## src/prd_defines.vh

```
`ifndef PRD_DEFINES_VH
`define PRD_DEFINES_VH

// ---------------------------------------------------------------
// register offsets (byte addresses)
// ---------------------------------------------------------------
`define PRD_OFS_PARSE_CONFIG  12'h158
`define PRD_OFS_MAC_HIGH      12'h300
`define PRD_OFS_MAC_LOW       12'h304
`define PRD_OFS_CONTROL       12'h308
`define PRD_OFS_STATUS        12'h30C

// ---------------------------------------------------------------
// parsing configuration fields
// ---------------------------------------------------------------
`define PRD_CFG_WIDTH         15
`define PRD_CFG_RESET         15'h711F
`define PRD_BIT_L2_ONE        14
`define PRD_BIT_L2_TWO        13
`define PRD_BIT_IP_ONE        12
`define PRD_BIT_IP_TWO        11
`define PRD_BIT_IP_THREE      10
`define PRD_BIT_IP_FOUR       9
`define PRD_BIT_IP_FIVE       8
`define PRD_BIT_L2_CUSTOM     7
`define PRD_BIT_V6_CUSTOM     6
`define PRD_BIT_V4_CUSTOM     5
`define PRD_BIT_IP_CHECK      4
`define PRD_BIT_MAC_CHECK     3
`define PRD_BIT_RAW_FMT       2
`define PRD_BIT_V6_FMT        1
`define PRD_BIT_V4_FMT        0

// ---------------------------------------------------------------
// well-known addresses
// ---------------------------------------------------------------
`define PRD_MAC_L2_ONE        48'h0180_C200_000E
`define PRD_MAC_L2_TWO        48'h011B_1900_0000
`define PRD_MAC_V4_PREFIX     40'h0100_5E00_00
`define PRD_MAC_V6_PREFIX     40'h3333_0000_00
`define PRD_IP4_PREFIX        24'hE000_00
`define PRD_IP6_HI_MASK       16'hFFF0
`define PRD_IP6_HI_GLOBAL     16'hFF00
`define PRD_IP6_HI_LINK       16'hFF02
`define PRD_GROUP_ONE         16'h0181
`define PRD_GROUP_TWO         16'h0182
`define PRD_GROUP_THREE       16'h0183
`define PRD_GROUP_FOUR        16'h0184
`define PRD_GROUP_FIVE        16'h006B

// ---------------------------------------------------------------
// frame encapsulation codes
// ---------------------------------------------------------------
`define PRD_ENC_RAW           2'h0
`define PRD_ENC_V4            2'h1
`define PRD_ENC_V6            2'h2
`define PRD_ENC_NONE          2'h3

`endif

```

## src/prd_rx_detect.v

```verilog
`timescale 1ns/100ps

// Notes on behaviour
// - bit 14 accepts mac 01:80:c2:00:00:0e
// - bit 13 accepts mac 01:1b:19:00:00:00
// - bit 12 accepts group 129 addresses
// - bit 11 accepts group 130 addresses
// - bit 10 accepts group 131 addresses
// - bit 9 accepts group 132 addresses
// - bit 8 accepts 224.0.0.107 / ff02::6b
// - bit 7 accepts custom mac, raw ethernet
// - bit 6 accepts custom mac, udp v6
// - bit 5 accepts custom mac, udp v4
// - bit 4 checks ip destination address
// - bit 3 checks mac destination address
// - bit 2 enables raw ethernet timing messages
// - bit 1 enables udp v6 timing messages
// - bit 0 enables udp v4 timing messages
// - config at 158h, bits 31:15 read zero
module prd_rx_detect #(
    parameter CFG_WIDTH = 15
) (
    // clock and reset
    input  wire         clk_i,
    input  wire         rst_i,
    // wishbone slave
    input  wire         cyc_i,
    input  wire         stb_i,
    input  wire         we_i,
    input  wire [11:0]  adr_i,
    input  wire [3:0]   sel_i,
    input  wire [31:0]  dat_i,
    output reg  [31:0]  dat_o,
    output reg          ack_o,
    // frame header from receive path
    input  wire         hdr_valid_i,
    input  wire [1:0]   hdr_enc_i,
    input  wire [47:0]  hdr_dst_mac_i,
    input  wire [127:0] hdr_dst_ip_i,
    // classification result and timestamping enable
    output reg          res_valid_o,
    output reg          res_timing_o,
    output reg          ts_enable_o
);
`include "prd_defines.vh"

    // ---------------------------------------------------------------
    // register bus decode
    // ---------------------------------------------------------------
    wire                 bus_req;
    wire                 wr_strobe;
    wire                 cfg_we;
    wire                 mac_hi_we;
    wire                 mac_lo_we;
    wire                 ctl_we;
    wire [CFG_WIDTH-1:0] cfg_q;
    wire [47:0]          mac_q;
    wire [CFG_WIDTH-1:0] cfg_wdata;
    reg  [31:0]          rd_next;
    reg                  ts_en_reg;
    reg  [15:0]          seen_count_reg;
    reg  [15:0]          hit_count_reg;

    // one request per ack; the dropped ack gap keeps us from double taking
    assign bus_req   = cyc_i & stb_i & ~ack_o;
    assign wr_strobe = bus_req & we_i;

    // only full low lanes write fields spanning them; others skipped
    assign cfg_we    = wr_strobe & (adr_i == `PRD_OFS_PARSE_CONFIG) & sel_i[0] & sel_i[1];
    assign mac_hi_we = wr_strobe & (adr_i == `PRD_OFS_MAC_HIGH) & sel_i[0] & sel_i[1];
    assign mac_lo_we = wr_strobe & (adr_i == `PRD_OFS_MAC_LOW) & (&sel_i);
    assign ctl_we    = wr_strobe & (adr_i == `PRD_OFS_CONTROL) & sel_i[0];

    // config writes while timestamping runs are dropped, not queued
    assign cfg_wdata = dat_i[CFG_WIDTH-1:0];

    prd_cfg_store #(
        .CFG_WIDTH (CFG_WIDTH)
    ) u_store (
        .clk_i          (clk_i),
        .rst_i          (rst_i),
        .cfg_we_i       (cfg_we & ~ts_en_reg),
        .cfg_wdata_i    (cfg_wdata),
        .mac_hi_we_i    (mac_hi_we & ~ts_en_reg),
        .mac_hi_wdata_i (dat_i[15:0]),
        .mac_lo_we_i    (mac_lo_we & ~ts_en_reg),
        .mac_lo_wdata_i (dat_i),
        .cfg_o          (cfg_q),
        .mac_o          (mac_q)
    );

    // read mux; reserved bits and unmapped addresses read zero
    always @* begin
        rd_next = 32'h0000_0000;
        case (adr_i)
            `PRD_OFS_PARSE_CONFIG: rd_next = {{(32-CFG_WIDTH){1'b0}}, cfg_q};
            `PRD_OFS_MAC_HIGH:     rd_next = {16'h0000, mac_q[47:32]};
            `PRD_OFS_MAC_LOW:      rd_next = mac_q[31:0];
            `PRD_OFS_CONTROL:      rd_next = {31'h0000_0000, ts_en_reg};
            `PRD_OFS_STATUS:       rd_next = {hit_count_reg, seen_count_reg};
            default:               rd_next = 32'h0000_0000;
        endcase
    end

    // ack one cycle after the request, dropped the cycle after
    always @(posedge clk_i) begin
        if (rst_i) begin
            ack_o     <= 1'b0;
            dat_o     <= 32'h0000_0000;
            ts_en_reg <= 1'b0;
        end else begin
            ack_o <= bus_req;
            if (bus_req & ~we_i) begin
                dat_o <= rd_next;
            end
            if (ctl_we) begin
                ts_en_reg <= dat_i[0];
            end
        end
    end

    // ---------------------------------------------------------------
    // group address matching
    // ---------------------------------------------------------------
    wire [4:0] grp_en;
    wire [4:0] grp_mac_hit;
    wire [4:0] grp_ip_hit;
    wire [15:0] grp_code [0:4];

    assign grp_en = {cfg_q[`PRD_BIT_IP_FIVE], cfg_q[`PRD_BIT_IP_FOUR],
                     cfg_q[`PRD_BIT_IP_THREE], cfg_q[`PRD_BIT_IP_TWO],
                     cfg_q[`PRD_BIT_IP_ONE]};
    assign grp_code[0] = `PRD_GROUP_ONE;
    assign grp_code[1] = `PRD_GROUP_TWO;
    assign grp_code[2] = `PRD_GROUP_THREE;
    assign grp_code[3] = `PRD_GROUP_FOUR;
    assign grp_code[4] = `PRD_GROUP_FIVE;

    // one matcher per group; the fifth is link local only
    genvar g;
    generate
        for (g = 0; g < 5; g = g + 1) begin : gen_grp
            prd_mac_match u_match (
                .group_i      (grp_code[g]),
                .link_local_i (g == 4),
                .enc_i        (hdr_enc_i),
                .dst_mac_i    (hdr_dst_mac_i),
                .dst_ip_i     (hdr_dst_ip_i),
                .mac_hit_o    (grp_mac_hit[g]),
                .ip_hit_o     (grp_ip_hit[g])
            );
        end
    endgenerate

    // ---------------------------------------------------------------
    // classification
    // ---------------------------------------------------------------
    reg  fmt_ok;
    reg  mac_ok;
    reg  ip_ok;
    reg  timing_next;
    wire mac_check;
    wire ip_check;
    wire custom_hit;

    assign mac_check  = cfg_q[`PRD_BIT_MAC_CHECK];
    assign ip_check   = cfg_q[`PRD_BIT_IP_CHECK];
    assign custom_hit = (hdr_dst_mac_i == mac_q);

    // an entry counts only if enabled; with a check off, its address is free
    always @* begin
        fmt_ok = 1'b0;
        mac_ok = 1'b0;
        ip_ok  = 1'b0;
        case (hdr_enc_i)
            `PRD_ENC_RAW: begin
                fmt_ok = cfg_q[`PRD_BIT_RAW_FMT];
                mac_ok = (cfg_q[`PRD_BIT_L2_ONE] &
                          (hdr_dst_mac_i == `PRD_MAC_L2_ONE)) |
                         (cfg_q[`PRD_BIT_L2_TWO] &
                          (hdr_dst_mac_i == `PRD_MAC_L2_TWO)) |
                         (cfg_q[`PRD_BIT_L2_CUSTOM] & custom_hit);
                ip_ok  = 1'b1;
            end
            `PRD_ENC_V4: begin
                fmt_ok = cfg_q[`PRD_BIT_V4_FMT];
                mac_ok = |(grp_en & grp_mac_hit) |
                         (cfg_q[`PRD_BIT_V4_CUSTOM] & custom_hit);
                ip_ok  = |(grp_en & grp_ip_hit);
            end
            `PRD_ENC_V6: begin
                fmt_ok = cfg_q[`PRD_BIT_V6_FMT];
                mac_ok = |(grp_en & grp_mac_hit) |
                         (cfg_q[`PRD_BIT_V6_CUSTOM] & custom_hit);
                ip_ok  = |(grp_en & grp_ip_hit);
            end
            default: begin
                fmt_ok = 1'b0;
            end
        endcase
        // a check that is off lets any address of that kind through
        timing_next = fmt_ok & (mac_ok | ~mac_check) & (ip_ok | ~ip_check);
    end

    // registered result, one cycle after the header strobe
    always @(posedge clk_i) begin
        if (rst_i) begin
            res_valid_o    <= 1'b0;
            res_timing_o   <= 1'b0;
            ts_enable_o    <= 1'b0;
            seen_count_reg <= 16'h0000;
            hit_count_reg  <= 16'h0000;
        end else begin
            res_valid_o  <= hdr_valid_i;
            res_timing_o <= hdr_valid_i & timing_next;
            ts_enable_o  <= ts_en_reg;
            // counters wrap; software takes differences
            if (hdr_valid_i) begin
                seen_count_reg <= seen_count_reg + 16'h0001;
            end
            if (hdr_valid_i & timing_next) begin
                hit_count_reg <= hit_count_reg + 16'h0001;
            end
        end
    end
endmodule

```

## src/prd_mac_match.v

```verilog
`timescale 1ns/100ps

// matches a destination mac and ip address against one group entry
module prd_mac_match (
    // group entry
    input  wire [15:0] group_i,
    input  wire        link_local_i,
    // frame fields
    input  wire [1:0]  enc_i,
    input  wire [47:0] dst_mac_i,
    input  wire [127:0] dst_ip_i,
    // results
    output wire        mac_hit_o,
    output wire        ip_hit_o
);
`include "prd_defines.vh"

    wire [39:0] v4_mac_prefix;
    wire [39:0] v6_mac_prefix;
    wire [23:0] v4_ip_prefix;

    // the group code fills the two low octets; only the upper octets are fixed
    assign v4_mac_prefix = `PRD_MAC_V4_PREFIX;
    assign v6_mac_prefix = `PRD_MAC_V6_PREFIX;
    assign v4_ip_prefix  = `PRD_IP4_PREFIX;

    // mac follows the group address, prefix chosen by encapsulation
    assign mac_hit_o = (enc_i == `PRD_ENC_V4) ?
                       (dst_mac_i[47:16] == v4_mac_prefix[39:8] &&
                        dst_mac_i[15:0] == group_i) :
                       (dst_mac_i[47:16] == v6_mac_prefix[39:8] &&
                        dst_mac_i[15:0] == group_i);

    // v6 scope nibble is free for routable groups, fixed ff02 for link local
    assign ip_hit_o = (enc_i == `PRD_ENC_V4) ?
                      (dst_ip_i[31:16] == v4_ip_prefix[23:8] &&
                       dst_ip_i[15:0] == group_i) :
                      ((link_local_i ?
                        (dst_ip_i[127:112] == `PRD_IP6_HI_LINK) :
                        ((dst_ip_i[127:112] & `PRD_IP6_HI_MASK) == `PRD_IP6_HI_GLOBAL)) &&
                       dst_ip_i[111:16] == 96'h0000_0000_0000_0000_0000_0000 &&
                       dst_ip_i[15:0] == group_i);
endmodule

```

## src/prd_cfg_store.v

```verilog
`timescale 1ns/100ps

// holds the parsing configuration and the custom mac address
module prd_cfg_store #(
    parameter CFG_WIDTH = 15
) (
    // clock and reset
    input  wire                 clk_i,
    input  wire                 rst_i,
    // write side
    input  wire                 cfg_we_i,
    input  wire [CFG_WIDTH-1:0] cfg_wdata_i,
    input  wire                 mac_hi_we_i,
    input  wire [15:0]          mac_hi_wdata_i,
    input  wire                 mac_lo_we_i,
    input  wire [31:0]          mac_lo_wdata_i,
    // stored values
    output reg  [CFG_WIDTH-1:0] cfg_o,
    output reg  [47:0]          mac_o
);
`include "prd_defines.vh"

    // documented defaults come back on reset
    always @(posedge clk_i) begin
        if (rst_i) begin
            cfg_o <= `PRD_CFG_RESET;
            mac_o <= 48'h0000_0000_0000;
        end else begin
            if (cfg_we_i) begin
                cfg_o <= cfg_wdata_i;
            end
            if (mac_hi_we_i) begin
                mac_o[47:32] <= mac_hi_wdata_i;
            end
            if (mac_lo_we_i) begin
                mac_o[31:0] <= mac_lo_wdata_i;
            end
        end
    end
endmodule

```

## config.mk

```make
export PLATFORM = sky130hd
export DESIGN_NAME = prd_rx_detect
export DESIGN_NICKNAME = d
export VERILOG_FILES = /design/src/prd_rx_detect.v /design/src/prd_mac_match.v /design/src/prd_cfg_store.v
export VERILOG_INCLUDE_DIRS = /design/src
export SDC_FILE = /design/constraint.sdc
export NUM_CORES = 1
export LEC_CHECK = 0
export ABC_AREA = 1
export BUFFER_PORTS_ARGS = -buffer_cell sky130_fd_sc_hd__buf_2
export CAP_MARGIN = 20
export CORE_ASPECT_RATIO = 0.9
export CORE_MARGIN = 3
export CORE_UTILIZATION = 53
export DETAILED_ROUTE_END_ITERATION = 10
export HOLD_SLACK_MARGIN = 0.12
export PLACE_DENSITY = 0.85
export SETUP_SLACK_MARGIN = 0.3
export SLEW_MARGIN = 40
export SYNTH_ARGS = -nofsm -noshare
export SYNTH_HDL_FRONTEND = slang
export SYNTH_SLANG_ARGS = --single-unit
```

## constraint.sdc

```tcl
create_clock -name clk_i -period 4.3 [get_ports clk_i]
set_input_delay 0.43 -clock clk_i [delete_from_list [all_inputs] [get_ports clk_i]]
set_output_delay 0.43 -clock clk_i [all_outputs]
set_load 0.01 [all_outputs]
```

# After elaboration in Yosys (flattened, before gate mapping)
# Index checks and enable logic that the tools add are counted.
[totals]
wordCells = 118
register_bits = 132
memories = 0
ramBits = 0
latch_bits = 0
output_inout_bits = 36
input_bits = 232
rom_bits = 0
[classes]
n_mul = 0
addsub = 2
n_div = 0
reduce_logical = 28
muxes = 14
n_eq_ne = 25
n_shift = 0
magnitude_cmp = 0
n_bitwise = 38
[op_table]
columns = ["op", "count"]
rows = [
  ["$pmux 32 s5", 1],
  ["$eq 16x9->1 const B", 8],
  ["$eq 48x41->1 const B", 2],
  ["$logic_not 96->1", 1],
  ["$eq 12x10->1 const B", 4],
  ["$eq 48x48->1", 1],
  ["$add 16x1->16 const B", 2],
  ["$eq 16x16->1 const B", 2],
  ["$eq 16x7->1 const B", 2],
  ["$eq 32x25->1 const B", 1],
  ["$eq 32x30->1 const B", 1],
  ["$and 1x1->1", 25],
  ["$logic_and 1x1->1", 22],
  ["$eq 12x12->1 const B", 1],
  ["$eq 12x9->1 const B", 1],
  ["$and 5x5->5", 2],
  ["$mux 1", 10],
  ["$reduce_or 5->1", 2],
  ["$or 1x1->1", 6],
  ["$pmux 1 s3", 2],
  ["$not 1->1", 5],
  ["$reduce_and 4->1", 1],
  ["$eq 2x1->1 const B", 1],
  ["$eq 2x2->1 const B", 1],
  ["other kinds (3)", 3],
]

# Logic depth before layout (Yosys ltp)
[depth]
word_depth = 11
depth_mapped = 17
mapped_depth_nobuf = 16

# Hierarchy
# A second synthesis with hierarchy kept.
[hier_totals]
cells_unflattened = 2393
area_unflattened_um2 = 12859.8
[modules_own_cells]
columns = ["module", "seq_area_each_um2", "n_inst", "cells_per_inst", "area_per_inst_um2"]
rows = [
  ["prd_mac_match", 0.0, 5, 238, 1042.2],
  ["prd_rx_detect", 1381.3, 1, 823, 4922.2],
  ["prd_cfg_store", 1261.2, 1, 380, 2726.4],
]

# Worst setup path after synthesis
# No wires, ideal clock.
[synth_timing]
path_kind = "input to register"
startpoint = "input hdr_enc_i[1]"
endpoint = "register hit_count_reg[7]"
arrival_ns = 1.760
setup_ns = 0.128
required_time_ns = 4.172
setup_slack_ns = 2.412
path_buffers = 2
stages = 15
cell_sequence = "inv_1 > ha_1 > inv_1 > nand2_1 > nand2_1 > nor3_1 > nor2_1 > nor2_1 > nand2_1 > a21oi_2 > clkbuf_4 > buf_6 > nand4_1 > nand2_1 > nor2_1"
[synth_via]
elab_chain_len = 10
elab_cells_between_ends = 28
cone_classes = "eq/ne (2); mux (13); bitwise (9); reduce/logical (4)"
[synth_lines]
columns = ["item", "line_no", "rtl"]
rows = [
  ["start, declared", "prd_rx_detect.v:37", "input wire [1:0] hdr_enc_i,"],
  ["$eq 2x1->1", "prd_rx_detect.v:175", "case (hdr_enc_i)"],
  ["$mux 1", "prd_mac_match.v:28", "assign mac_hit_o = (enc_i == `PRD_ENC_V4) ?"],
  ["$and 5x5->5", "prd_rx_detect.v:187, prd_rx_detect.v:193", ""],
  ["$reduce_or 5->1", "prd_rx_detect.v:187, prd_rx_detect.v:193", ""],
  ["$or 1x1->1, on equally long branches", "prd_rx_detect.v:193, prd_rx_detect.v:187", ""],
  ["$pmux 1 s3", "prd_rx_detect.v:175", ""],
  ["$or 1x1->1", "prd_rx_detect.v:202", "timing_next = fmt_ok & (mac_ok | ~mac_check) & (ip_ok | ~ip_check);"],
  ["$and 1x1->1", "prd_rx_detect.v:202", ""],
  ["$and 1x1->1 *", "prd_rx_detect.v:202", ""],
  ["$and 1x1->1 *", "prd_rx_detect.v:221", "if (hdr_valid_i & timing_next) begin"],
  ["end signal, assigned", "prd_rx_detect.v:222", "hit_count_reg <= hit_count_reg + 16'h0001;"],
  ["end, declared", "prd_rx_detect.v:62", "reg [15:0] hit_count_reg;"],
]
# Every way passes the cells marked *; elsewhere a longest branch is shown, timed or not.
# A chain may end at the register's enable or synchronous reset.

# Worst setup path after layout
[layout_timing]
startpoint = "register u_store.mac_o[41]"
endpoint = "register hit_count_reg[12]"
[layout_via]
elab_chain_len = 8
elab_cells_between_ends = 12
cone_classes = "eq/ne (1); mux (1); bitwise (10)"
[layout_lines]
columns = ["item", "line_no", "rtl"]
rows = [
  ["start, declared", "prd_cfg_store.v:19", "output reg [47:0] mac_o"],
  ["start signal, assigned", "prd_cfg_store.v:33", "mac_o[47:32] <= mac_hi_wdata_i;"],
  ["$eq 48x48->1 *", "prd_rx_detect.v:168", "assign custom_hit = (hdr_dst_mac_i == mac_q);"],
  ["$and 1x1->1, on equally long branches", "prd_rx_detect.v:194, prd_rx_detect.v:182, prd_rx_detect.v:188", ""],
  ["$or 1x1->1, on equally long branches", "prd_rx_detect.v:193, prd_rx_detect.v:178, prd_rx_detect.v:187", ""],
  ["$pmux 1 s3 *", "prd_rx_detect.v:175", ""],
  ["$or 1x1->1 *", "prd_rx_detect.v:202", ""],
  ["$and 1x1->1 * (2 in series)", "prd_rx_detect.v:202", ""],
  ["$and 1x1->1 *", "prd_rx_detect.v:221", ""],
]
# Marked as above.

==> results.txt <==
The run finished with clean final reports. The synthesized-area fraction occupied by and/or/nand/nor cells was 0.3572. Setup violations remaining at the end of the flow were counted as 0.

The layout cell share with drive strength beyond 1 is 0.2270. The largest total area in the synthesized netlist belongs to dfxtp_1. The detail-routed net length per standard cell is 17.21 um. The number of antenna violations at the first check in global routing was 1; the xor/xnor cell area share of the yosys netlist was 0.02952. The initialized floorplan defines 41 standard-cell rows.

For the number of different library cells in the post-synthesis netlist, the log shows 41. TritonCTS built the clock tree. The clock net in this run drives a total of 132 sinks. Once the clock tree was built, the setup fixing pass inserted 0 buffers. Once detailed placement completed, the half-perimeter wirelength came to 22090 um.

After synthesis, the largest family of logic cells by area is simple AND/OR/NAND/NOR gates. In the routed layout, each cell is associated on average with a via count of 5.585. STA classifies the critical path endpoint as a flop. For this block, the routed nets add up to 28760 um of wire. The run gives 12640 um as the detailed-routed wire length on met2.

After detailed placement, the design holds a cell count of 1637. The relative slew slack is 0.5631, and the share of synthesized area spent on multiplexers is 0. Grouping stages by cell kind, the critical path spends the most delay in simple AND/OR/NAND/NOR gates. The tools report the wire length of the first global-routing pass as 44190 um. The top fanout value on the critical path was 20.

The highest layer touched by signal routing is met4. The tools report the number of standard cells after synthesis as 1215. Total non-filler cell area in the finished layout: 9748 um^2. STA classifies the critical path startpoint as a flop. The TritonCTS buffer count was 17; the level count of the clock H-tree was 4. The synthesized design contains 0 enable-type register cells.

The number of nets with antenna violations after routing was 0; the worst-case clock skew was 0.009104 ns. Setup repair after global routing left no endpoint under its margin. The cell at the root of the clock tree was clkbuf_16. The most numerous cell on the critical path is nand2_1. Quantity of gates resized following cts: 0. After synthesis, the cell types taking the most area are dfxtp_1 (34%), nand2_1 (13%), nor2_1 (11%), inv_1 (7.1%), a21oi_1 (4.7%). The clock passes through at most 2 buffers. The logs give 12400 um for the met1 wire length and 1671 for the filler-free cell count of the finished design.

Among all flip-flop cells after synthesis, the most frequent one is dfxtp_1. The final route contains 9333 vias. Largest register by flop count: u_store.mac_o. In this run the tool buffered the top-level ports with 267 buffer cells. For the pin with the worst max-slew slack, the measured transition is 0.6554 ns. In this run, synthesis produced a sequential element count of 132.

At the worst endpoint, the required time is 4.57 ns. Timing would allow up to 378.4 MHz. The largest registers in the layout are u_store.mac_o (48), dat_o (32).

Entering global routing, the biggest net connects 76 pins. The number of hold buffers added after CTS was 0. The commonest cells after synthesis are nand2_1 (274), nor2_1 (222), inv_1 (145). At the worst endpoint, the arrival time is 2.91 ns.

Share of the synthesized area in the top cell type: 0.3426. For the worst-skew pair, the clock arrives at the later sink with an insertion delay of 0.42 ns. The tools report the number of global-route vias before repair as 8503.

In this run the count of I/O pins placed on the die edge is 268. The run gives 0.3471 as the combined global-route utilization of all metal layers. The detailed router finished its first iteration with 1209 violations. The horizontal die dimension was 133.2 um; the async set-or-reset flop fraction in the synthesized netlist was 0. Flip-flop count of the largest register after layout: 48. The net count of the mapped netlist was 1453. The fraction of the mapped netlist area in adder cells is 0.009732.

In this run the static leakage power is 4.402 nW. After floorplanning, the core was sized to cover 14110 um^2. In this run the cell area measured after placement is 9110 um^2.

Measured along the y axis, the die boundary spans 120.5 um. The cell area that synthesis handed to floorplanning was 7714 um^2. After synthesis, the mean cell area works out to 6.349 um^2. The synthesized-area fraction occupied by ao, oa, aoi and oai cells is 0.1528. The combined buffer and inverter count along the critical path was 1; the minimum period implied by the final worst setup slack was 2.643 ns. The total power divided by cell area is 314.8 nW/um^2. For the initial core utilization, the log shows 0.5468. The class of the worst hold path was input pin to flop. Yosys instantiated no cell more often than nand2_1. Longest individual stage delay on the worst path: 0.47 ns. The die covers 16040 um^2. The tool flagged a number of max-cap violations equal to 0. The routability congestion estimate from global placement came out at 0.9991. The post-route clock period utilization is 0.6145, and the remaining design rule violation count is 0. For the met3 wire length, the log shows 3120 um. The critical path goes through inv_1 > nand2_1 > nand2_1 > nor2_1 > nand2_1 > nor2_1 > nand2_1 > nor2_2 > nand3_1 > nand2_1 > nand2_1 > nand3_2 > nand3_1 > nand2_1 > a21oi_1. Number of nets at the end of the flow: 1701. The tools report the count of pins over their slew limit as 0. The final core utilization is 0.6910, and the number of hold-slack violations in the final timing report is 0. The total negative slack was 0 ns; the post-synthesis to final-layout area growth was 26.37%. Global routing finished with a remaining overflow of 0.

Share of the yosys chip area belonging to registers: 0.3426. For this run, the number of Yosys warnings is 0. The worst-path cell with the longest stage delay is nand3_1. Clock-pin slew was measured on the worst setup and hold paths at 0.06 ns. The run gives 1236 as the final-layout fill cell count.

The worst setup path is of the flop to flop kind. The tools report the first-pass iteration count of the detailed router as 6. IR analysis of the VDD net gives a maximum drop of 0.2977 mV.
worst min-delay path, delay by kind of cell:
family	cells	cell delay (ns)
and+or+nand+nor	2	0.12
buffers and inverters	1	0.07
cell type report:
class	instances	area, um^2	area share
Antenna cell	2	5.005	0.0005134
Clock buffer	21	480.5	0.04929
Clock inverter	11	148.9	0.01527
Inverter	154	580.6	0.05956
Multi-Input combinational cell	883	4249	0.4359
Sequential cell	132	2643	0.2711
Tap cell	193	241.5	0.02477
Timing Repair Buffer	275	1400	0.1436
cells in the final DEF, fill, tap and decap left out, drive strengths merged, types with 22 or more instances in the layout:
cell type / n
buf: 275
nand2: 274
nor2: 223
inv: 155
dfxtp: 132
a21oi: 73
o21ai: 65
nand4: 44
nor3: 42
nand3: 40
a211oi: 22
power by group:
part	switching [W]	total (W)	internal, W
combinational	0.000168	0.000288	0.000120
sequential	0.00000133	0.00123	0.00123
clock	0.000579	0.00155	0.000975
per-stage QoR:
step	power, W	hold WS (ns)	setup slack, ns
final	0.003069	0.2324	1.657
after global placement	0.001528	0.4520	1.617
after CTS	0.003058	0.2337	1.755
after floorplan	0.001371	0.4431	2.412
after global routing	0.003149	0.2406	1.433
after detailed placement	0.001532	0.4517	1.545
final timing paths:
kind / startpoint / end / slack [ns] / cells past startpoint
hold / removal: dat_i[22] / u_store.mac_o[22]$_SDFFE_PP0P_ / 0.23 / 3
hold reg to reg: dat_o[21]$_SDFFE_PP0P_ / dat_o[21]$_SDFFE_PP0P_ / 0.46 / 2
setup / recovery: u_store.mac_o[41]$_SDFFE_PP0P_ / hit_count_reg[12]$_SDFFE_PP0P_ / 1.66 / 15
setup reg to reg: u_store.mac_o[41]$_SDFFE_PP0P_ / hit_count_reg[12]$_SDFFE_PP0P_ / 1.66 / 15
kinds of logic after synthesis:
| kind of cell | after synthesis |
|---|---|
| adders and majority gates | 6 |
| buffers and inverters | 200 |
| AOI/OAI and AO/OA | 204 |
| and+or+nand+nor | 647 |
| xor gates and xnor gates | 26 |
| DFF | 132 |
per-layer routing:
layer	global-route usage	vias up
met3	0.07696	54
met5	0	-
met4	0.09062	0
met1	0.5033	4281
li1	-	4463
met2	0.5241	535
Power figures use the tool's default switching activity.
